==> src/design/led_pkg.sv <==
package led_pkg;

    // ****************************************
    // timing
    // ****************************************
    localparam int CLOCK_HZ   = 100_000_000;
    localparam int MS_PER_S   = 1000;
    localparam int FLICKER_MS = 50;
    localparam int BLINK_MS   = 200;
    localparam int PAUSE_MS   = 1000;
    localparam int CNT_W      = 27;
    localparam logic [CNT_W-1:0] FLICKER_CYC =
        CNT_W'(FLICKER_MS * (CLOCK_HZ / MS_PER_S));
    localparam logic [CNT_W-1:0] BLINK_CYC =
        CNT_W'(BLINK_MS * (CLOCK_HZ / MS_PER_S));
    localparam logic [CNT_W-1:0] PAUSE_CYC =
        CNT_W'(PAUSE_MS * (CLOCK_HZ / MS_PER_S));
    localparam logic [CNT_W-1:0] CNT_ZERO = 27'h0000000;
    localparam logic [CNT_W-1:0] CNT_ONE  = 27'h0000001;

    // ****************************************
    // pattern phases
    // ****************************************
    localparam logic [1:0] PHASE_FIRST     = 2'h0;
    localparam logic [1:0] PHASE_STEP      = 2'h1;
    localparam logic [1:0] PHASE_LAST_PAIR = 2'h1;
    localparam logic [1:0] PHASE_LAST_QUAD = 2'h3;

    // ****************************************
    // widths and codes
    // ****************************************
    localparam int PORT_COUNT = 2;
    localparam int CHANGE_W   = 8;
    localparam int ALIAS_W    = 16;
    localparam logic [CHANGE_W-1:0] CHANGE_ERROR_CODE = 8'h01;
    localparam logic [ALIAS_W-1:0]  ALIAS_RESET       = 16'h0000;

    // ****************************************
    // types
    // ****************************************
    typedef enum logic [2:0] {
        st_booting,
        st_init,
        mailbox_only_state,
        inputs_only_state,
        full_exchange_state,
        firmware_update_state
    } bus_state_type;

    typedef enum logic [2:0] {
        pat_off,
        pat_on,
        pat_blink,
        pat_flicker,
        pat_single,
        pat_double
    } pattern_type;

    typedef struct packed {
        logic                hif_watchdog;
        logic                app_watchdog;
        logic                config_error;
        logic                autonomous_change;
        logic [CHANGE_W-1:0] al_change;
    } fault_type;

    typedef struct packed {
        logic [PORT_COUNT-1:0] link_valid;
        logic [PORT_COUNT-1:0] activity;
    } link_type;

    typedef struct packed {
        logic               valid;
        logic [ALIAS_W-1:0] value;
    } alias_type;

endpackage

==> src/design/fieldbus_status_led_driver.sv <==
`timescale 1ns/1ns
// Functional notes
// - port LED steady green on valid idle link, dark when link invalid
// - port LED flickers green while link valid and frames pass
// - bus-state LED steady in full exchange state
// - bus-state LED blinks 200 ms on, 200 ms off in mailbox-only state
// - bus-state LED single flash 200 ms, 1000 ms dark in inputs-only
// - bus-state LED flickers 50/50 ms booting, firmware update, download
// - bus-state LED dark in initial state
// - error LED steady red after interface watchdog expiry
// - error LED blinks 200/200 ms on configuration error
// - error LED flickers 50/50 ms on boot error: init with change 0x01
// - error LED single flash on autonomous state change with change 0x01
// - error LED double flash on application watchdog expiry
// - station alias accepted from network or setup software
module fieldbus_status_led_driver #(
    parameter logic [led_pkg::CNT_W-1:0] fast_cyc  = led_pkg::FLICKER_CYC,
    parameter logic [led_pkg::CNT_W-1:0] slow_cyc  = led_pkg::BLINK_CYC,
    parameter logic [led_pkg::CNT_W-1:0] pause_cyc = led_pkg::PAUSE_CYC
) (
    // clock and reset
    input  wire logic                              clock_in,
    input  wire logic                              rst_in,
    // link status
    input  wire led_pkg::link_type                 link_in,
    // slave state and faults
    input  wire led_pkg::bus_state_type            bus_state_in,
    input  wire logic                              download_active_in,
    input  wire led_pkg::fault_type                fault_in,
    input  wire logic                              error_ack_in,
    // station alias sources
    input  wire led_pkg::alias_type                alias_net_in,
    input  wire led_pkg::alias_type                alias_tool_in,
    // indicators and status
    output logic [led_pkg::PORT_COUNT-1:0]         port_link_activity_led_out,
    output logic                                   bus_state_led_out,
    output logic                                   error_led_out,
    output logic [led_pkg::ALIAS_W-1:0]            station_alias_out,
    output logic                                   hif_watchdog_out,
    output logic                                   app_watchdog_out
);
    import led_pkg::*;

    logic [CNT_W-1:0]      flicker_cnt_q;
    logic                  flicker_q;
    logic [PORT_COUNT-1:0] port_led_q;
    pattern_type           bus_pat_q;
    pattern_type           bus_pat_d;
    pattern_type           err_pat_q;
    pattern_type           err_pat_d;
    logic                  hif_wd_q;
    logic                  app_wd_q;
    logic                  boot_error;
    logic                  auto_change;
    logic [ALIAS_W-1:0]    alias_q;

    // ****************************************
    // shared link flicker clock
    // ****************************************
    always_ff @(posedge clock_in or posedge rst_in) begin
        if (rst_in) begin
            flicker_cnt_q <= CNT_ZERO;
            flicker_q     <= 1'b1;
        end else if (flicker_cnt_q >= fast_cyc - CNT_ONE) begin
            flicker_cnt_q <= CNT_ZERO;
            flicker_q     <= ~flicker_q;
        end else begin
            flicker_cnt_q <= flicker_cnt_q + CNT_ONE;
        end
    end

    // ****************************************
    // port link/activity LEDs
    // ****************************************
    for (genvar i = 0; i < PORT_COUNT; i++) begin : g_port
        logic [CNT_W-1:0] hold_q;

        always_ff @(posedge clock_in or posedge rst_in) begin
            if (rst_in) begin
                hold_q <= CNT_ZERO;
            end else if (link_in.activity[i]) begin
                hold_q <= slow_cyc;
            end else if (hold_q != CNT_ZERO) begin
                hold_q <= hold_q - CNT_ONE;
            end
        end

        always_ff @(posedge clock_in or posedge rst_in) begin
            if (rst_in) begin
                port_led_q[i] <= 1'b0;
            end else if (!link_in.link_valid[i]) begin
                port_led_q[i] <= 1'b0;
            end else if (link_in.activity[i] || hold_q != CNT_ZERO) begin
                port_led_q[i] <= flicker_q;
            end else begin
                port_led_q[i] <= 1'b1;
            end
        end

        chk_link_dark: assert property (
            @(posedge clock_in) disable iff (rst_in)
            !link_in.link_valid[i] |=> !port_led_q[i])
            else $error("port LED lit without valid link");

        chk_link_steady: assert property (
            @(posedge clock_in) disable iff (rst_in)
            link_in.link_valid[i] && !link_in.activity[i]
                && hold_q == CNT_ZERO |=> port_led_q[i])
            else $error("idle valid link LED not steady");

        chk_link_flicker: assert property (
            @(posedge clock_in) disable iff (rst_in)
            link_in.link_valid[i] && link_in.activity[i]
                |=> port_led_q[i] == $past(flicker_q))
            else $error("active link LED not following flicker");
    end

    assign port_link_activity_led_out = port_led_q;

    // ****************************************
    // bus-state pattern select
    // ****************************************
    always_comb begin
        case (bus_state_in)
            full_exchange_state:   bus_pat_d = pat_on;
            mailbox_only_state:    bus_pat_d = pat_blink;
            inputs_only_state:     bus_pat_d = pat_single;
            st_booting:            bus_pat_d = pat_flicker;
            firmware_update_state: bus_pat_d = pat_flicker;
            default:               bus_pat_d = pat_off;
        endcase
        if (download_active_in) begin
            bus_pat_d = pat_flicker;
        end
    end

    always_ff @(posedge clock_in or posedge rst_in) begin
        if (rst_in) begin
            bus_pat_q <= pat_off;
        end else begin
            bus_pat_q <= bus_pat_d;
        end
    end

    led_pattern_gen #(
        .fast_cyc  (fast_cyc),
        .slow_cyc  (slow_cyc),
        .pause_cyc (pause_cyc)
    ) u_bus_led (
        .clock_in   (clock_in),
        .rst_in     (rst_in),
        .pattern_in (bus_pat_q),
        .led_out    (bus_state_led_out)
    );

    // ****************************************
    // watchdog fault latches
    // ****************************************
    always_ff @(posedge clock_in or posedge rst_in) begin
        if (rst_in) begin
            hif_wd_q <= 1'b0;
        end else if (fault_in.hif_watchdog) begin
            hif_wd_q <= 1'b1;
        end else if (error_ack_in) begin
            hif_wd_q <= 1'b0;
        end
    end

    always_ff @(posedge clock_in or posedge rst_in) begin
        if (rst_in) begin
            app_wd_q <= 1'b0;
        end else if (fault_in.app_watchdog) begin
            app_wd_q <= 1'b1;
        end else if (error_ack_in) begin
            app_wd_q <= 1'b0;
        end
    end

    assign hif_watchdog_out = hif_wd_q;
    assign app_watchdog_out = app_wd_q;

    // ****************************************
    // error pattern select
    // ****************************************
    assign boot_error  = (bus_state_in == st_init)
                       && (fault_in.al_change == CHANGE_ERROR_CODE);
    assign auto_change = fault_in.autonomous_change
                       && (fault_in.al_change == CHANGE_ERROR_CODE);

    always_comb begin
        if (hif_wd_q) begin
            err_pat_d = pat_on;
        end else if (app_wd_q) begin
            err_pat_d = pat_double;
        end else if (boot_error) begin
            err_pat_d = pat_flicker;
        end else if (auto_change) begin
            err_pat_d = pat_single;
        end else if (fault_in.config_error) begin
            err_pat_d = pat_blink;
        end else begin
            err_pat_d = pat_off;
        end
    end

    always_ff @(posedge clock_in or posedge rst_in) begin
        if (rst_in) begin
            err_pat_q <= pat_off;
        end else begin
            err_pat_q <= err_pat_d;
        end
    end

    led_pattern_gen #(
        .fast_cyc  (fast_cyc),
        .slow_cyc  (slow_cyc),
        .pause_cyc (pause_cyc)
    ) u_err_led (
        .clock_in   (clock_in),
        .rst_in     (rst_in),
        .pattern_in (err_pat_q),
        .led_out    (error_led_out)
    );

    // ****************************************
    // station alias
    // ****************************************
    always_ff @(posedge clock_in or posedge rst_in) begin
        if (rst_in) begin
            alias_q <= ALIAS_RESET;
        end else if (alias_net_in.valid) begin
            alias_q <= alias_net_in.value;
        end else if (alias_tool_in.valid) begin
            alias_q <= alias_tool_in.value;
        end
    end

    assign station_alias_out = alias_q;

    // ****************************************
    // checks
    // ****************************************
    chk_bus_full_on: assert property (
        @(posedge clock_in) disable iff (rst_in)
        bus_state_in == full_exchange_state && !download_active_in
            |-> ##2 bus_state_led_out)
        else $error("bus LED not lit in full exchange");

    chk_bus_init_dark: assert property (
        @(posedge clock_in) disable iff (rst_in)
        bus_state_in == st_init && !download_active_in
            ##1 bus_state_in == st_init && !download_active_in
            |-> ##1 !bus_state_led_out)
        else $error("bus LED lit in initial state");

    chk_bus_flicker_sel: assert property (
        @(posedge clock_in) disable iff (rst_in)
        download_active_in |=> bus_pat_q == pat_flicker)
        else $error("download did not select flicker");

    chk_wd_steady: assert property (
        @(posedge clock_in) disable iff (rst_in)
        hif_wd_q ##1 hif_wd_q |-> ##1 error_led_out)
        else $error("error LED not steady on watchdog");

    chk_wd_sticky: assert property (
        @(posedge clock_in) disable iff (rst_in)
        fault_in.hif_watchdog |=> hif_wd_q)
        else $error("watchdog set lost against clear");

    chk_err_order: assert property (
        @(posedge clock_in) disable iff (rst_in)
        app_wd_q && !hif_wd_q |=> err_pat_q == pat_double)
        else $error("app watchdog not chosen over lesser faults");

    chk_err_dark: assert property (
        @(posedge clock_in) disable iff (rst_in)
        err_pat_q == pat_off ##1 err_pat_q == pat_off |-> ##1 !error_led_out)
        else $error("error LED lit with no fault");

    chk_boot_error: assert property (
        @(posedge clock_in) disable iff (rst_in)
        !hif_wd_q && !app_wd_q && bus_state_in == st_init
            && fault_in.al_change == CHANGE_ERROR_CODE
            |=> err_pat_q == pat_flicker)
        else $error("boot error not flickering");

    chk_alias_net: assert property (
        @(posedge clock_in) disable iff (rst_in)
        alias_net_in.valid |=> alias_q == $past(alias_net_in.value))
        else $error("network alias not taken");

    cov_full_exchange: cover property (
        @(posedge clock_in) disable iff (rst_in)
        bus_pat_q == pat_on ##2 bus_state_led_out);

    cov_double_flash: cover property (
        @(posedge clock_in) disable iff (rst_in)
        err_pat_q == pat_double ##1 error_led_out);

    cov_link_activity: cover property (
        @(posedge clock_in) disable iff (rst_in)
        link_in.link_valid[0] && link_in.activity[0]);

endmodule

==> src/design/led_pattern_gen.sv <==
`timescale 1ns/1ns
module led_pattern_gen #(
    parameter logic [led_pkg::CNT_W-1:0] fast_cyc  = led_pkg::FLICKER_CYC,
    parameter logic [led_pkg::CNT_W-1:0] slow_cyc  = led_pkg::BLINK_CYC,
    parameter logic [led_pkg::CNT_W-1:0] pause_cyc = led_pkg::PAUSE_CYC
) (
    // clock and reset
    input  wire logic                 clock_in,
    input  wire logic                 rst_in,
    // pattern select and drive
    input  wire led_pkg::pattern_type pattern_in,
    output logic                      led_out
);
    import led_pkg::*;

    pattern_type      pattern_q;
    logic [1:0]       phase_q;
    logic [1:0]       phase_d;
    logic [1:0]       last_phase;
    logic [CNT_W-1:0] count_q;
    logic [CNT_W-1:0] count_d;
    logic [CNT_W-1:0] duration;
    logic             led_q;
    logic             led_d;

    // ****************************************
    // phase sequencing
    // ****************************************
    always_comb begin
        duration   = slow_cyc;
        last_phase = PHASE_LAST_PAIR;
        case (pattern_in)
            pat_flicker: begin
                duration = fast_cyc;
            end
            pat_single: begin
                if (phase_q[0]) begin
                    duration = pause_cyc;
                end
            end
            pat_double: begin
                last_phase = PHASE_LAST_QUAD;
                if (phase_q == PHASE_LAST_QUAD) begin
                    duration = pause_cyc;
                end
            end
            default: begin
            end
        endcase
        if (pattern_in != pattern_q) begin
            phase_d = PHASE_FIRST;
            count_d = CNT_ZERO;
        end else if (count_q >= duration - CNT_ONE) begin
            count_d = CNT_ZERO;
            phase_d = (phase_q == last_phase) ? PHASE_FIRST
                                              : phase_q + PHASE_STEP;
        end else begin
            count_d = count_q + CNT_ONE;
            phase_d = phase_q;
        end
        case (pattern_in)
            pat_off: led_d = 1'b0;
            pat_on:  led_d = 1'b1;
            default: led_d = ~phase_d[0];
        endcase
    end

    always_ff @(posedge clock_in or posedge rst_in) begin
        if (rst_in) begin
            pattern_q <= pat_off;
            phase_q   <= PHASE_FIRST;
            count_q   <= CNT_ZERO;
        end else begin
            pattern_q <= pattern_in;
            phase_q   <= phase_d;
            count_q   <= count_d;
        end
    end

    always_ff @(posedge clock_in or posedge rst_in) begin
        if (rst_in) begin
            led_q <= 1'b0;
        end else begin
            led_q <= led_d;
        end
    end

    assign led_out = led_q;

    // ****************************************
    // checks
    // ****************************************
    chk_restart_lit: assert property (
        @(posedge clock_in) disable iff (rst_in)
        (pattern_in != pattern_q) |=> led_q == ($past(pattern_in) != pat_off))
        else $error("pattern change did not restart lit");

    chk_count_bound: assert property (
        @(posedge clock_in) disable iff (rst_in)
        count_q < pause_cyc)
        else $error("phase counter ran past longest phase");

endmodule

==> config.mk <==
export PLATFORM = sky130hd
export DESIGN_NAME = fieldbus_status_led_driver
export DESIGN_NICKNAME = d
export VERILOG_FILES = /design/src/design/led_pkg.sv /design/src/design/fieldbus_status_led_driver.sv /design/src/design/led_pattern_gen.sv
export SDC_FILE = /design/constraint.sdc
export NUM_CORES = 1
export LEC_CHECK = 0
export BUFFER_PORTS_ARGS = -buffer_cell sky130_fd_sc_hd__buf_2
export CAP_MARGIN = 20
export CORE_MARGIN = 2
export CORE_UTILIZATION = 50
export DETAILED_ROUTE_END_ITERATION = 7
export PLACE_DENSITY_LB_ADDON = 0.3
export SYNTH_ARGS = -nofsm -noshare
export SYNTH_HDL_FRONTEND = slang
export SYNTH_SLANG_ARGS = --single-unit
export TNS_END_PERCENT = 5
==> constraint.sdc <==
create_clock -name clock_in -period 6.3 [get_ports clock_in]
set_input_delay 0.315 -clock clock_in [delete_from_list [all_inputs] [get_ports clock_in]]
set_output_delay 0.315 -clock clock_in [all_outputs]
set_load 0.03 [all_outputs]
Yosys cells after proc, flatten, opt, wreduce, memory -nomap -nowiden
Index checks and enable logic that the tools add are counted.
W data, S select, Z words.

storage, ports and cells
  bits in registers = 174
  input port bits = 57
  output and inout bits = 22
  logic and storage cells = 114

operators by class
  add/subtract/negate cells = 9
  magnitude comparators = 3
  eq/ne operators = 20
  mux-type cells = 41
  bitwise logic cells = 3
  reduce and logical (&&, ||, !) cells = 17

operator list
  operator                 number
  $mux W27                 13
  $pmux W27 S3             2
  $sub A27 B1 Y27 const B  4
  $add A27 B1 Y27 const B  3
  $ge A27 B27 Y1           2
  $reduce_bool A27 Y1      2
  $mux W16                 2
  $ge A27 B23 Y1 const B   1
  $eq A3 B3 Y1 const B     6
  $mux W2                  9
  $mux W3                  5
  $reduce_bool A2 Y1       7
  $eq A3 B2 Y1 const B     4
  $pmux W3 S4              1
  $eq A3 B1 Y1 const B     3
  $logic_not A3 Y1         3
  $eq A8 B1 Y1 const B     1
  $mux W1                  7
  $ne A3 B3 Y1             2
  $add A2 B1 Y2 const B    2
  $eq A2 B2 Y1             2
  $eq A2 B2 Y1 const B     2
  $pmux W1 S2              2
  $not A1 Y1               3
  other kinds (3)          5

Longest topological paths before layout
Gate-level depths: netlist (run 1).

  word-level depth = 9
  gate-level depth with buffers = 15
  depth with buffers taken out = 13

Cells and area by module
A second synthesis (run 1) with hierarchy kept.

second synthesis, totals
  cell total of the unflattened synthesis = 951
  area, all modules = 9,616.7 sq um

modules (own cells, without submodules)
  module                      instances  cells an instance  area an instance (sq um)  sequential area each (sq um)
  fieldbus_status_led_driver  1          541                5,297.6                   2,703.8
  led_pattern_gen             2          205                2,159.6                   825.8

Worst setup path before layout (run 1)
No wires, ideal clock.

  path kind = reg-to-reg
  start point = reg u_err_led.phase_q[0]
  end point = reg u_err_led.count_q[18]
  library setup time = 0.132 ns
  arrival = 2.921 ns
  required time = 6.168 ns
  path slack = 3.248 ns
  cell stages (with the launch flop) = 16
  path buffers = 2
  clock period less this slack = 3.052 ns
  cell sequence = dfrtp_1 -> ha_1 -> mux2_2 -> and2_1 -> inv_1 -> nand2_1 -> inv_1 -> ha_1 -> nand4b_1 -> a211o_1 -> a211o_1 -> o2111ai_1 -> or2_2 -> clkbuf_1 -> clkbuf_1 -> nor2_1

between the ends
  word-level cells in the longest chain between the ends = 7
  elaborated cells between the ends (all ways) = 8
  classes of those cells = add/sub: 1; order compare: 1; eq/ne: 1; mux: 5

ends and longest elaborated chain
  item                       RTL line               RTL
  start, declared            led_pattern_gen.sv:17  logic [1:0] phase_q;
  start signal, assigned     led_pattern_gen.sv:75  phase_q <= phase_d;
  $eq A2 B2 Y1               led_pattern_gen.sv:43  if (phase_q == PHASE_LAST_QUAD) begin
  $mux W27                   led_pattern_gen.sv:43
  $pmux W27 S3 *             led_pattern_gen.sv:32  case (pattern_in)
  $sub A27 B1 Y27 *          led_pattern_gen.sv:53  end else if (count_q >= duration - CNT_ONE) begin
  $ge A27 B27 Y1 *           led_pattern_gen.sv:53
  $mux W27 *                 led_pattern_gen.sv:53
  $mux W27 *                 led_pattern_gen.sv:50  if (pattern_in != pattern_q) begin
  via u_err_led.count_d[18]  led_pattern_gen.sv:21  logic [CNT_W-1:0] count_d;
  end signal, assigned       led_pattern_gen.sv:76  count_q <= count_d;
  end, declared              led_pattern_gen.sv:20  logic [CNT_W-1:0] count_q;

Mark *: on every way through the listed nets, which the timed path passes. The rest lies on a longest branch.
A chain may end at the register's enable or synchronous reset.

Worst setup path in the final report (run 1)
  start point = reg u_bus_led.phase_q[0]
  end point = reg u_bus_led.count_q[8]

between the ends
  word-level cells in the longest chain between the ends = 7
  elaborated cells between the ends (all ways) = 8
  classes of those cells = add/sub: 1; order compare: 1; eq/ne: 1; mux: 5

ends and longest elaborated chain
  item                      RTL line
  start, declared           led_pattern_gen.sv:17
  start signal, assigned    led_pattern_gen.sv:75
  $eq A2 B2 Y1              led_pattern_gen.sv:43
  $mux W27                  led_pattern_gen.sv:43
  $pmux W27 S3 *            led_pattern_gen.sv:32
  $sub A27 B1 Y27 *         led_pattern_gen.sv:53
  $ge A27 B27 Y1 *          led_pattern_gen.sv:53
  $mux W27 *                led_pattern_gen.sv:53
  $mux W27 *                led_pattern_gen.sv:50
  via u_bus_led.count_d[8]  led_pattern_gen.sv:21
  end signal, assigned      led_pattern_gen.sv:76
  end, declared             led_pattern_gen.sv:20

Marks and branches as above.

==> qor.yml, run 1 <==
sta:
  tightestPinTransition_ns: 0.792
  finalHoldViolCount: 0
  slew_headroom: 0.468
  rsz0062_at_grt: "false"
  finalCritPeriodShare: 0.509
  setup_viol: 0
  finalWorstSetupSlack_ns: 3.09
  setup_tns_ns: 0
  min_period_ns: 3.21
  clock_skew_ns: 0.00788
  final_max_slew_viol_count: 0
  max_clock_freq_ghz: 0.312
detailed_routing:
  drt_iter0_markers: 351
  drc: 0
  dr.pass1.iters: 4
  routedWlPerCell_um: 13.6
  vias: 6756
  wl_um: 17000
  vias_per_cell: 5.39
  drtAntennaViolNets: 0
floorplanning:
  top_level_ports: 79
  rows: 49
  initial_utilization: 0.509
  die_h_um: 139
  fp.dieW_um: 139
  die_area_mm2: 0.0193
  core_area_mm2: 0.0179
setup_path:
  r2r_setup_slack_ns: 3.09
  crit_path_max_fanout: 27
  critical_path_class: "flop to flop"
  crit_path_end_kind: "flop"
  critPathLaunchType: "flop"
  worst_ep_required_time_ns: 6.65
  critPathArrivalTime_ns: 3.56
global_routing:
  grt-ovfl-total: 0
  first_global_vias: 6731
  met3_usage: 0.0414
  met2_usage: 0.300
  grt_max_degree: 118
  grt_pass1_wl_um: 30400
  grt_use_total: 0.187
  grt-busiest-layer: "met2"
  use_met1: 0.258
  antenna_found_initial: 0
placement:
  io_buffers: 78
  gp_congestion: 0.814
  place_ws_ns: 3.09
  hpwlAfterDp_um: 11700
job:
  maxCapViolations: 0
clocking:
  cts_sinks: 174
  numCtsBuffers: 17
  cts-root-buf: "clkbuf_16"
  cts_tree: "built"
  path_clk_slew_ns: 0.07
  htree_levels: 4
  cts_resized: 0
  cts_max_path_buffers: 2
  insertion_delay_ns: 0.44
  postCtsSetupBuffers: 0
synthesis:
  seq_area_frac_synth: 0.478
  yosys-top-cells-count: "dfrtp_1, nor2_1, nand2_1"
  avgSynthCellArea_um2: 9.74
  yosys_warnings: 0
  synth_most_common_cell: "dfrtp_1"
  synthArstFlopShare: 1.00
  synth_cell_types: 59
  synth-edff-count: 0
  netlist_area_mm2: 0.00911
  synth_area_leaders: "dfrtp_1, nor2_1, xor2_1"
  synth_cells: 935
  synth_top_area_cell: "dfrtp_1"
  synth.top_cell.area_share: 0.475
  ys_ff_latch: 174
  synth_ff_type: "dfrtp_1"
pwr:
  power_density_mw_per_mm2: 245
  irDropWorstVdd_uv: 213
  p_leak_nw: 4.51
final_layout:
  seq_area_mm2: 0.00436
  multiInputGateArea_mm2: 0.00456
  drive_gt1_frac: 0.129
  diodes: 0
  nFillCells: 1596
  area_growth_syn_to_layout_pct: 13.2
  fin_nets: 1112
hold_path:
  hold_path.class: "input port to flop"
run_status:
  status: "finished clean"
-- layout by cell type (no fill, tap or decap), drive strengths merged, types with 4 or more instances in the layout --
cell type / instances
nor4: 22
a211oi: 6
a211o: 7
buf: 81
conb: 4
ha: 43
or2: 8
nor3: 27
or4: 9
and3: 13
nor3b: 4
nand4b: 6
a21oi: 23
mux2i: 17
nand4: 27
clkbuf: 19
nor2: 156
dfrtp: 173
xnor2: 51
clkinvlp: 4
or3: 13
inv: 29
a21o: 7
nand2: 69
nand3: 43
o31ai: 5
and2: 6
xor2: 63
nand2b: 8
and4: 9
o21ai: 40
-- cell type report --
class	instances	area share
Multi-Input combinational cell	713	0.442
Sequential cell	174	0.423
Clock buffer	19	0.0430
Timing Repair Buffer	82	0.0430
Tap cell	229	0.0278
Clock inverter	13	0.0125
Inverter	24	0.00923
-- stage by stage --
step                utilization  instances  power [W]  area (um2)  hold slack (ns)
finish                    0.576       1254    0.00253       10300           0.0535
global route              0.576       1254    0.00264       10300           0.0409
CTS                       0.574       1252    0.00255       10300           0.0348
detailed placement        0.542       1220    0.00153        9700            0.478
global placement          0.542       1220    0.00152        9700            0.468
floorplan                     -        938    0.00145        9120            0.386
-- logic make-up (layout without fill, tap and decap cells) --
family                   after synthesis  after routing  share of synthesized area
XOR/XNOR                             114            114                      0.110
AND/OR/NAND/NOR                      429            429                      0.235
buffers and inverters                 51            138                     0.0227
other                                  1              4                   0.000412
flip-flops                           174            174                      0.478
AO/OA/AOI/OAI                        104            104                     0.0738
multiplexers                          19             19                     0.0212
adder cells (fa/ha/maj)               43             43                     0.0591
-- path summary, 6_finish.rpt --
path                                           startpoint                               end  cells past startpoint
setup / recovery           u_bus_led.phase_q[0]$_DFF_PP0_    u_bus_led.count_q[8]$_DFF_PP0_                     13
hold / removal                               fault_in[10]      app_watchdog_out$_DFFE_PP0P_                      2
setup reg to reg           u_bus_led.phase_q[0]$_DFF_PP0_    u_bus_led.count_q[8]$_DFF_PP0_                     13
hold reg to reg                    bus_pat_q[2]$_DFF_PP0_  u_bus_led.pattern_q[2]$_DFF_PP0_                      0
max in group asynchronous                          rst_in   u_bus_led.count_q[18]$_DFF_PP0_                      5
min in group asynchronous                          rst_in   g_port[1].hold_q[1]$_DFFE_PP0N_                      3
-- routing by layer --
layer	share of wire	vias up	routed length, um
met1	0.50	3257	8500
met5	0	-	0
li1	-	3415	-
met2	0.46	62	7830
met3	0.027	22	457
met4	0.015	0	256
-- power by group --
part | total (W) | switching [W] | internal (W)
logic | 0.000285 | 0.000182 | 0.000103
clock network | 0.00102 | 0.000458 | 0.000562
registers | 0.00122 | 0.0000489 | 0.00117
total | 0.00253 | 0.000689 | 0.00184
-- state kept, by name, summed over array words and instances, names as in the netlist, 2 cells and up --
signal	count
u_err_led.phase_q	2
flicker_cnt_q	27
u_err_led.count_q	27
u_bus_led.phase_q	2
u_bus_led.pattern_q	3
u_err_led.pattern_q	3
u_bus_led.count_q	27
g_port.hold_q	54
port_link_activity_led_out	2
err_pat_q	3
station_alias_out	16
bus_pat_q	3
-- critical path, stage by stage (launching register included) --
cell	delay, ns
dfrtp_1	0.41
ha_1	0.20
mux2_2	0.26
and2_1	0.18
inv_1	0.13
nand2_1	0.09
inv_1	0.12
ha_1	0.27
a21oi_1	0.13
o21ai_0	0.09
a221oi_1	0.26
o211ai_1	0.24
or2_2	0.54
a21oi_1	0.21
-- what timing repair did --
| item | in CTS | in global routing |
|---|---|---|
| endpoints found under the setup margin | 0 | 0 |
| hold buffers | 0 | 1 |
| endpoints found under the hold margin | 0 | 46 |
Power figures use the tool's default switching activity.
==> run 2: changes to the inputs <==
--- a/config.mk
+++ b/config.mk
@@ -5,6 +5,7 @@
 export SDC_FILE = /design/constraint.sdc
 export NUM_CORES = 1
 export LEC_CHECK = 0
+export ABC_AREA = 1
 export BUFFER_PORTS_ARGS = -buffer_cell sky130_fd_sc_hd__buf_2
 export CAP_MARGIN = 20
 export CORE_MARGIN = 2
==> constraint.sdc (replaced) <==
create_clock -name clock_in -period 2.85 [get_ports clock_in]
set_input_delay 0.1425 -clock clock_in [delete_from_list [all_inputs] [get_ports clock_in]]
set_output_delay 0.1425 -clock clock_in [all_outputs]
set_load 0.03 [all_outputs]
==> run 2 against run 1 <==
  * Highest routed layer unchanged
  * Combinational power increased to 3.1 times the previous value
  * The flow now finishes with violations (negative hold slack)
  * Power up 120%
  * Critical endpoint is now u_bus_led.count_q[14]$_DFF_PP0_
  * Largest power group unchanged
  * Global-route usage increased by 4.3 points
==> qor.yml, run 2 <==
run_status:
  status: "finished with violations"  # was finished clean
  violations: "negative hold slack"
global_routing:
  grt_max_degree: 175  # was 118
  grt_pass1_wl_um: 41400  # was 30400 um
  first_global_vias: 9000  # was 6731
  grt-ovfl-total: 0  # unchanged
  grt_use_total: 0.231  # was 0.187
  antenna_found_initial: 0  # unchanged
final_layout:
  final_cell_mix: "nand2_1, nor2_1, dfrtp_1"  # was dfrtp_1, nor2_1, buf_2
  drive_gt1_frac: 0.134  # was 0.129
  finalInstanceArea_mm2: 0.0123  # was 0.0103 mm2
  regMostFlops: "g_port.hold_q"  # unchanged
  diodes: 0  # unchanged
  fin_nets: 1601  # was 1112
  final_common_cell: "nand2_1"  # was dfrtp_1
  area_growth_syn_to_layout_pct: 19.5  # was 13.2%
  largest_register_ffs: 54  # unchanged
  nFillCells: 1767  # was 1596
synthesis:
  synth_cell_types: 40  # was 59
  synth-edff-count: 0  # unchanged
  synth_most_common_cell: "nand2_1"  # was dfrtp_1
  netlist_area_mm2: 0.0103  # was 0.00911 mm2
  avgSynthCellArea_um2: 7.59  # was 9.74 um2
  yosys_warnings: 0  # unchanged
  synth_cells: 1353  # was 935
  synthArstFlopShare: 1.00  # unchanged
  seq_area_frac_synth: 0.424  # was 0.478
  synth_ff_type: "dfrtp_1"  # unchanged
  yosys-top-cells-count: "nand2_1, nor2_1, inv_1"  # was dfrtp_1, nor2_1, nand2_1
  synth_top_area_cell: "dfrtp_1"  # unchanged
  ys_ff_latch: 174  # unchanged
  synth.top_cell.area_share: 0.421  # was 0.475
  synth_area_leaders: "dfrtp_1, nand2_1, nor2_1"  # was dfrtp_1, nor2_1, xor2_1
setup_path:
  r2r_setup_slack_ns: 0.09  # was 3.09 ns
  critPathLaunchType: "flop"  # unchanged
  critical_path_class: "flop to flop"  # unchanged
  reg2reg_from: "bus_pat_q[2]$_DFF_PP0_"  # was u_bus_led.phase_q[0]$_DFF_PP0_
  rr_endpoint: "u_bus_led.count_q[14]$_DFF_PP0_"  # was u_bus_led.count_q[8]$_DFF_PP0_
  crit_path_end_kind: "flop"  # unchanged
  worst_ep_required_time_ns: 3.20  # was 6.65 ns
  critPathArrivalTime_ns: 3.11  # was 3.56 ns
  crit_path_max_fanout: 6  # was 27
  ff2ff_path_depth: 14  # was 13
sta:
  max_clock_freq_ghz: 0.363  # was 0.312 GHz
  finalCritPeriodShare: 0.967  # was 0.509
  clock_skew_ns: 0.00907  # was 0.00788 ns
  rsz0062_at_grt: "true"  # was false
  slew_headroom: 0.300  # was 0.468
  finalHoldViolCount: 21  # was 0
  min_period_ns: 2.76  # was 3.21 ns
  setup_viol: 0  # unchanged
  tightestPinTransition_ns: 1.05  # was 0.792 ns
  setup_tns_ns: 0  # unchanged
  whs_ns: -0.0854  # was 0.0535 ns
  final_max_slew_viol_count: 0  # unchanged
floorplanning:
  core_area_mm2: 0.0202  # was 0.0179 mm2
  fp.dieW_um: 147  # was 139 um
  die_area_mm2: 0.0217  # was 0.0193 mm2
  rows: 52  # was 49
  die_h_um: 147  # was 139 um
  top_level_ports: 79  # unchanged
  initial_utilization: 0.509  # about the same
detailed_routing:
  routedWlPerCell_um: 13.6  # about the same
  drc: 0  # unchanged
  vias: 9154  # was 6756
  dr.pass1.iters: 7  # was 4
  drt_iter0_markers: 627  # was 351
  vias_per_cell: 5.13  # was 5.39
  wl_um: 24200  # was 17000 um
  drtAntennaViolNets: 0  # unchanged
clocking:
  cts_sinks: 174  # unchanged
  cts_max_path_buffers: 2  # unchanged
  insertion_delay_ns: 0.43  # was 0.44 ns
  htree_levels: 4  # unchanged
  path_clk_slew_ns: 0.06  # was 0.07 ns
  cts-root-buf: "clkbuf_16"  # unchanged
  numCtsBuffers: 17  # unchanged
  cts_tree: "built"  # unchanged
pwr:
  power_density_mw_per_mm2: 463  # was 245 mW/mm2
  p_leak_nw: 5.67  # was 4.51 nW
  seqPwrFrac: 0.470  # was 0.483
  comb_power_share: 0.154  # was 0.113
  switching_share: 0.277  # was 0.273
  irDropWorstVdd_uv: 417  # was 213 uV
  p_int_w: 0.00411  # was 0.00184 W
  switching_power_w: 0.00157  # was 0.000689 W
  report.power.total_w: 0.00568  # was 0.00253 W
  p_clk_frac: 0.376  # was 0.404
job:
  maxCapViolations: 0  # unchanged
placement:
  gp_congestion: 0.916  # was 0.814
  hpwlAfterDp_um: 16800  # was 11700 um
  post_dp_cell_area_mm2: 0.0111  # was 0.00970 mm2
  io_buffers: 78  # unchanged
hold_path:
  hold_path.class: "input port to asynchronous set/reset pin"  # was input port to flop
==> run 2: power by group through the flow <==
stage	clock (W)	sequential [W]	combinational [W]
floorplan	0	0.00276	0.000472
detailed placement	0	0.00271	0.000759
global placement	0	0.00271	0.000748
global route	0.00229	0.00269	0.000980
CTS	0.00217	0.00267	0.000823
finish	0.00213	0.00267	0.000875
==> run 2: through the flow <==
stage	instances	setup WS, ns	util
2_1_floorplan	1356	0.374	-
3_3_place_gp	1705	0.150	0.550
3_5_place_dp	1705	0.0221	0.550
4_1_cts	1778	0.0548	0.597
5_1_grt	1783	-0.120	0.609
6_report	1783	0.0942	0.609
==> run 2: what timing repair did <==
item,in CTS,in global routing
cloned,0,2
hold buffers,42,0
buffers inserted,0,3
resized for setup,1,39
pin swaps,0,5
setup endpoints to repair,1,60
hold endpoints to repair,25,0
==> run 2: worst max path at each step <==
| stage | slack, ns | cells past startpoint | end | start |
|---|---|---|---|---|
| floorplan | 0.37 | 19 | u_bus_led.count_q[17]$_DFF_PP0_ | bus_pat_q[2]$_DFF_PP0_ |
| global placement | 0.15 | 18 | u_bus_led.count_q[14]$_DFF_PP0_ | bus_pat_q[1]$_DFF_PP0_ |
| detailed placement | 0.02 | 20 | u_bus_led.count_q[14]$_DFF_PP0_ | bus_pat_q[1]$_DFF_PP0_ |
| CTS | 0.05 | 20 | u_err_led.count_q[6]$_DFF_PP0_ | err_pat_q[1]$_DFF_PP0_ |
| global route | -0.12 | 21 | u_bus_led.count_q[14]$_DFF_PP0_ | bus_pat_q[2]$_DFF_PP0_ |
| finish | 0.09 | 14 | u_bus_led.count_q[14]$_DFF_PP0_ | bus_pat_q[2]$_DFF_PP0_ |
==> run 2: critical path, stage by stage (launching register included) <==
cell,delay [ns]
dfrtp_1,0.39
buf_4,0.14
buf_4,0.14
nor3_1,0.37
buf_4,0.20
inv_1,0.08
ha_1,0.32
nand2_1,0.09
a21oi_1,0.08
nor2_1,0.10
nand3_1,0.09
nand2_2,0.11
nand4_4,0.20
buf_8,0.21
nor3b_2,0.15
==> run 2: cells by family (layout without fill, tap and decap cells) <==
group / Yosys count / in the layout / share of synthesized area
compound gates: 99 / 99 / 0.0542
fa+ha+maj: 43 / 43 / 0.0524
simple gates: 771 / 771 / 0.337
xor+xnor: 69 / 69 / 0.0588
flops: 174 / 174 / 0.424
buf+inv: 196 / 353 / 0.0731
other cells: 1 / 4 / 0.000365
==> run 2: cell type report <==
| type | instances | area, um2 | share of cell area |
|---|---|---|---|
| Sequential cell | 174 | 4360 | 0.355 |
| Clock buffer | 25 | 495 | 0.0404 |
| Timing Repair Buffer | 142 | 1020 | 0.0833 |
| Inverter | 180 | 682 | 0.0555 |
| Tap cell | 270 | 338 | 0.0275 |
| Clock inverter | 6 | 35.0 | 0.00285 |
| Multi-Input combinational cell | 986 | 5350 | 0.436 |
==> run 2: per-layer routing <==
layer | wire, um | share of wire | global-route usage
met1 | 11100 | 0.46 | 0.307
met2 | 12000 | 0.49 | 0.393
met3 | 790 | 0.033 | 0.0360
met4 | 415 | 0.017 | 0.0654
met5 | 0 | 0 | 0
==> run 3: changes to the inputs <==
--- a/config.mk
+++ b/config.mk
@@ -11,6 +11,7 @@
 export CORE_MARGIN = 2
 export CORE_UTILIZATION = 50
 export DETAILED_ROUTE_END_ITERATION = 7
+export MAX_ROUTING_LAYER = met4
 export PLACE_DENSITY_LB_ADDON = 0.3
 export SYNTH_ARGS = -nofsm -noshare
 export SYNTH_HDL_FRONTEND = slang
==> run 3 against run 2 <==
  * The flow still finishes with violations (negative hold slack)
  * Final area is 2.1% higher
  * Non-clock buffer count is 3 higher
  * Clock skew is 0.0012 ns lower
  * Critical path type unchanged
  * Largest cell class unchanged
==> qor.yml, run 3 (synthesis gave the netlist of run 2 again) <==
final_layout:
  final_cell_mix: "nand2_1, nor2_1, dfrtp_1"  # unchanged
  final_util: 0.621  # was 0.609
  regMostFlops: "g_port.hold_q"  # unchanged
  drive_gt1_frac: 0.152  # was 0.134
  fin_nets: 1604  # was 1601
  diodes: 0  # unchanged
  area_growth_syn_to_layout_pct: 21.9  # was 19.5%
  final_common_cell: "nand2_1"  # unchanged
  largest_register_ffs: 54  # unchanged
  final_cells: 1787  # was 1783
sta:
  rsz0062_at_grt: "true"  # unchanged
  finalHoldViolCount: 38  # was 21
  slew_headroom: 0.253  # was 0.300
  clock_skew_ns: 0.00788  # was 0.00907 ns
  finalCritPeriodShare: 0.999  # was 0.967
  min_period_ns: 2.85  # was 2.76 ns
  tightestPinTransition_ns: 1.12  # was 1.05 ns
  setup_viol: 0  # unchanged
  final_max_slew_viol_count: 0  # unchanged
  max_clock_freq_ghz: 0.351  # was 0.363 GHz
  whs_ns: -0.0500  # was -0.0854 ns
detailed_routing:
  routedWlPerCell_um: 14.0  # was 13.6 um
  vias_per_cell: 5.23  # was 5.13
  dr.pass1.iters: 5  # was 7
  drtAntennaViolNets: 0  # unchanged
  drt_iter0_markers: 587  # was 627
  wl_um: 25000  # was 24200 um
  vias: 9347  # was 9154
  drc: 0  # unchanged
setup_path:
  ff2ff_path_depth: 18  # was 14
  r2r_setup_slack_ns: 0.004  # was 0.09 ns
  cpLargestDelayFamily: "simple AND/OR/NAND/NOR gates"  # unchanged
  cp_common_cell: "nor2_4"  # was buf_4
  critPathLaunchType: "flop"  # unchanged
  crit_path_max_fanout: 6  # unchanged
  critPathSlowestCell: "dfrtp_1"  # unchanged
  crit_chain: "nor2_4 > inv_2 > nor2_2 > inv_2 > nor2_2 > a31oi_1 > inv_1 > nor2_4 > nor2_4 > ha_4 > a21oi_1 > nand2_1 > nand2_1 > nand2_2 > a21oi_4 > nand4_4 > buf_4 > nor3_1"  # was buf_4 > buf_4 > nor3_1 > buf_4 > inv_1 > ha_1 > nand2_1 > a21oi_1 > nor2_1 > nand3_1 > nand2_2 > nand4_4 > buf_8 > nor3b_2
  critPathArrivalTime_ns: 3.18  # was 3.11 ns
  worst-path-buf-inv: 4  # was 5
  crit_path_end_kind: "flop"  # unchanged
  cp_slowest_stage_delay_ns: 0.43  # was 0.39 ns
  worst_ep_required_time_ns: 3.19  # was 3.20 ns
  critical_path_class: "flop to flop"  # unchanged
  reg2reg_from: "bus_pat_q[1]$_DFF_PP0_"  # was bus_pat_q[2]$_DFF_PP0_
  rr_endpoint: "u_bus_led.count_q[25]$_DFF_PP0_"  # was u_bus_led.count_q[14]$_DFF_PP0_
  startpoint: "bus_pat_q[1]$_DFF_PP0_"  # was bus_pat_q[2]$_DFF_PP0_
clocking:
  insertion_delay_ns: 0.43  # about the same
  numCtsBuffers: 17  # unchanged
  cts_sinks: 174  # unchanged
  cts_tree: "built"  # unchanged
  path_clk_slew_ns: 0.07  # was 0.06 ns
  cts-root-buf: "clkbuf_16"  # unchanged
  htree_levels: 4  # unchanged
  cts_max_path_buffers: 2  # unchanged
pwr:
  seqPwrFrac: 0.437  # was 0.470
  p_int_w: 0.00448  # was 0.00411 W
  irDropWorstVdd_uv: 466  # was 417 uV
  switching_share: 0.268  # was 0.277
  power_density_mw_per_mm2: 488  # was 463 mW/mm2
  comb_power_share: 0.151  # was 0.154
  p_leak_nw: 5.75  # was 5.67 nW
  switching_power_w: 0.00164  # was 0.00157 W
  p_clk_frac: 0.412  # was 0.376
floorplanning:
  core_area_mm2: 0.0202  # unchanged
  top_level_ports: 79  # unchanged
  die_h_um: 147  # unchanged
  fp.dieW_um: 147  # unchanged
  initial_utilization: 0.509  # unchanged
  rows: 52  # unchanged
  die_area_mm2: 0.0217  # unchanged
global_routing:
  grt-ovfl-total: 0  # unchanged
  grt-busiest-layer: "met2"  # unchanged
  grt_use_total: 0.240  # was 0.231
  use_met1: 0.307  # about the same
  antenna_found_initial: 0  # unchanged
  grt_max_degree: 175  # unchanged
  first_global_vias: 9117  # was 9000
  met3_usage: 0.0320  # was 0.0360
  grt_pass1_wl_um: 41700  # was 41400 um
  met2_usage: 0.398  # was 0.393
run_status:
  violations: "negative hold slack"  # unchanged
  status: "finished with violations"  # unchanged
placement:
  gp_congestion: 0.933  # was 0.916
  placedCellCount: 1703  # was 1705
  io_buffers: 78  # unchanged
  hpwlAfterDp_um: 16900  # was 16800 um
job:
  maxCapViolations: 0  # unchanged
hold_path:
  hold_path.class: "input port to asynchronous set/reset pin"  # unchanged
-- run 3: changes by cell type in the layout (fill, tap and decap cells not counted), moves of 3 or more --
cell and delta:
nor2_2 +9, nor2_1 -12, buf_12 +3, nand2_2 +4, clkinv_2 -3, inv_2 +4
bufinv_16 +4, nor2_4 +3, inv_1 -4, nand2_1 -5, a21oi_1 -3
-- run 3: how the worst max path moves through the flow --
stage / end / slack, ns / cells after the start
after floorplan: u_bus_led.count_q[17]$_DFF_PP0_ / 0.37 / 19
after global placement: u_bus_led.count_q[10]$_DFF_PP0_ / 0.16 / 20
after detailed placement: u_bus_led.count_q[8]$_DFF_PP0_ / -0.05 / 18
after CTS: u_bus_led.count_q[10]$_DFF_PP0_ / 0.005 / 20
after global routing: u_bus_led.count_q[20]$_DFF_PP0_ / -0.17 / 19
final: u_bus_led.count_q[25]$_DFF_PP0_ / 0.004 / 18
-- run 3: per-layer routing --
layer	routed length, um	part of all wire
met4	465	0.019
met1	11300	0.45
met5	0	0
met3	870	0.035
met2	12300	0.49
-- run 3: power by group through the flow --
| stage | logic [W] | registers, W | clock network (W) |
|---|---|---|---|
| 6_report | 0.000926 | 0.00267 | 0.00252 |
| 5_1_grt | 0.00103 | 0.00269 | 0.00267 |
| 4_1_cts | 0.000833 | 0.00267 | 0.00257 |
| 3_5_place_dp | 0.000765 | 0.00271 | 0 |
| 3_3_place_gp | 0.000756 | 0.00271 | 0 |
| 2_1_floorplan | 0.000472 | 0.00276 | 0 |
-- run 3: repair_timing --
item	CTS	global route
endpoints found under the hold margin	25	0
hold buffers	43	0
gates resized for setup	1	63
gates cloned	0	3
endpoints found under the setup margin	9	60
setup buffers	0	6
pin swaps	0	14
-- run 3: final cells by class --
| type | instances | area [um2] |
|---|---|---|
| inverter | 180 | 682 |
| fill | 1766 | 7640 |
| clock buffer | 23 | 478 |
| timing repair buffer | 145 | 1090 |
| clock inverter | 9 | 158 |
| sequential | 174 | 4360 |
| multi-input combinational | 986 | 5430 |
| tap | 270 | 338 |
-- run 3: stage by stage --
stage	setup slack (ns)	TNS (ns)	area (um2)	total power, W
floorplan	0.374	0	10300	0.00323
global placement	0.159	0	11100	0.00347
detailed placement	-0.0503	-0.135	11100	0.00348
CTS	0.00478	0	12200	0.00607
global route	-0.175	-3.61	12500	0.00639
finish	0.00426	0	12500	0.00612
-- run 3: worst register-to-register path, stage by stage, from the launching register on --
cell     delay, ns
dfrtp_1       0.43
nor2_4        0.13
inv_2         0.05
nor2_2        0.12
inv_2         0.06
nor2_2        0.09
a31oi_1       0.05
inv_1         0.11
nor2_4        0.07
nor2_4        0.24
ha_4          0.26
a21oi_1       0.17
nand2_1       0.08
nand2_1       0.07
nand2_2       0.06
a21oi_4       0.17
nand4_4       0.20
buf_4         0.22
nor3_1        0.19
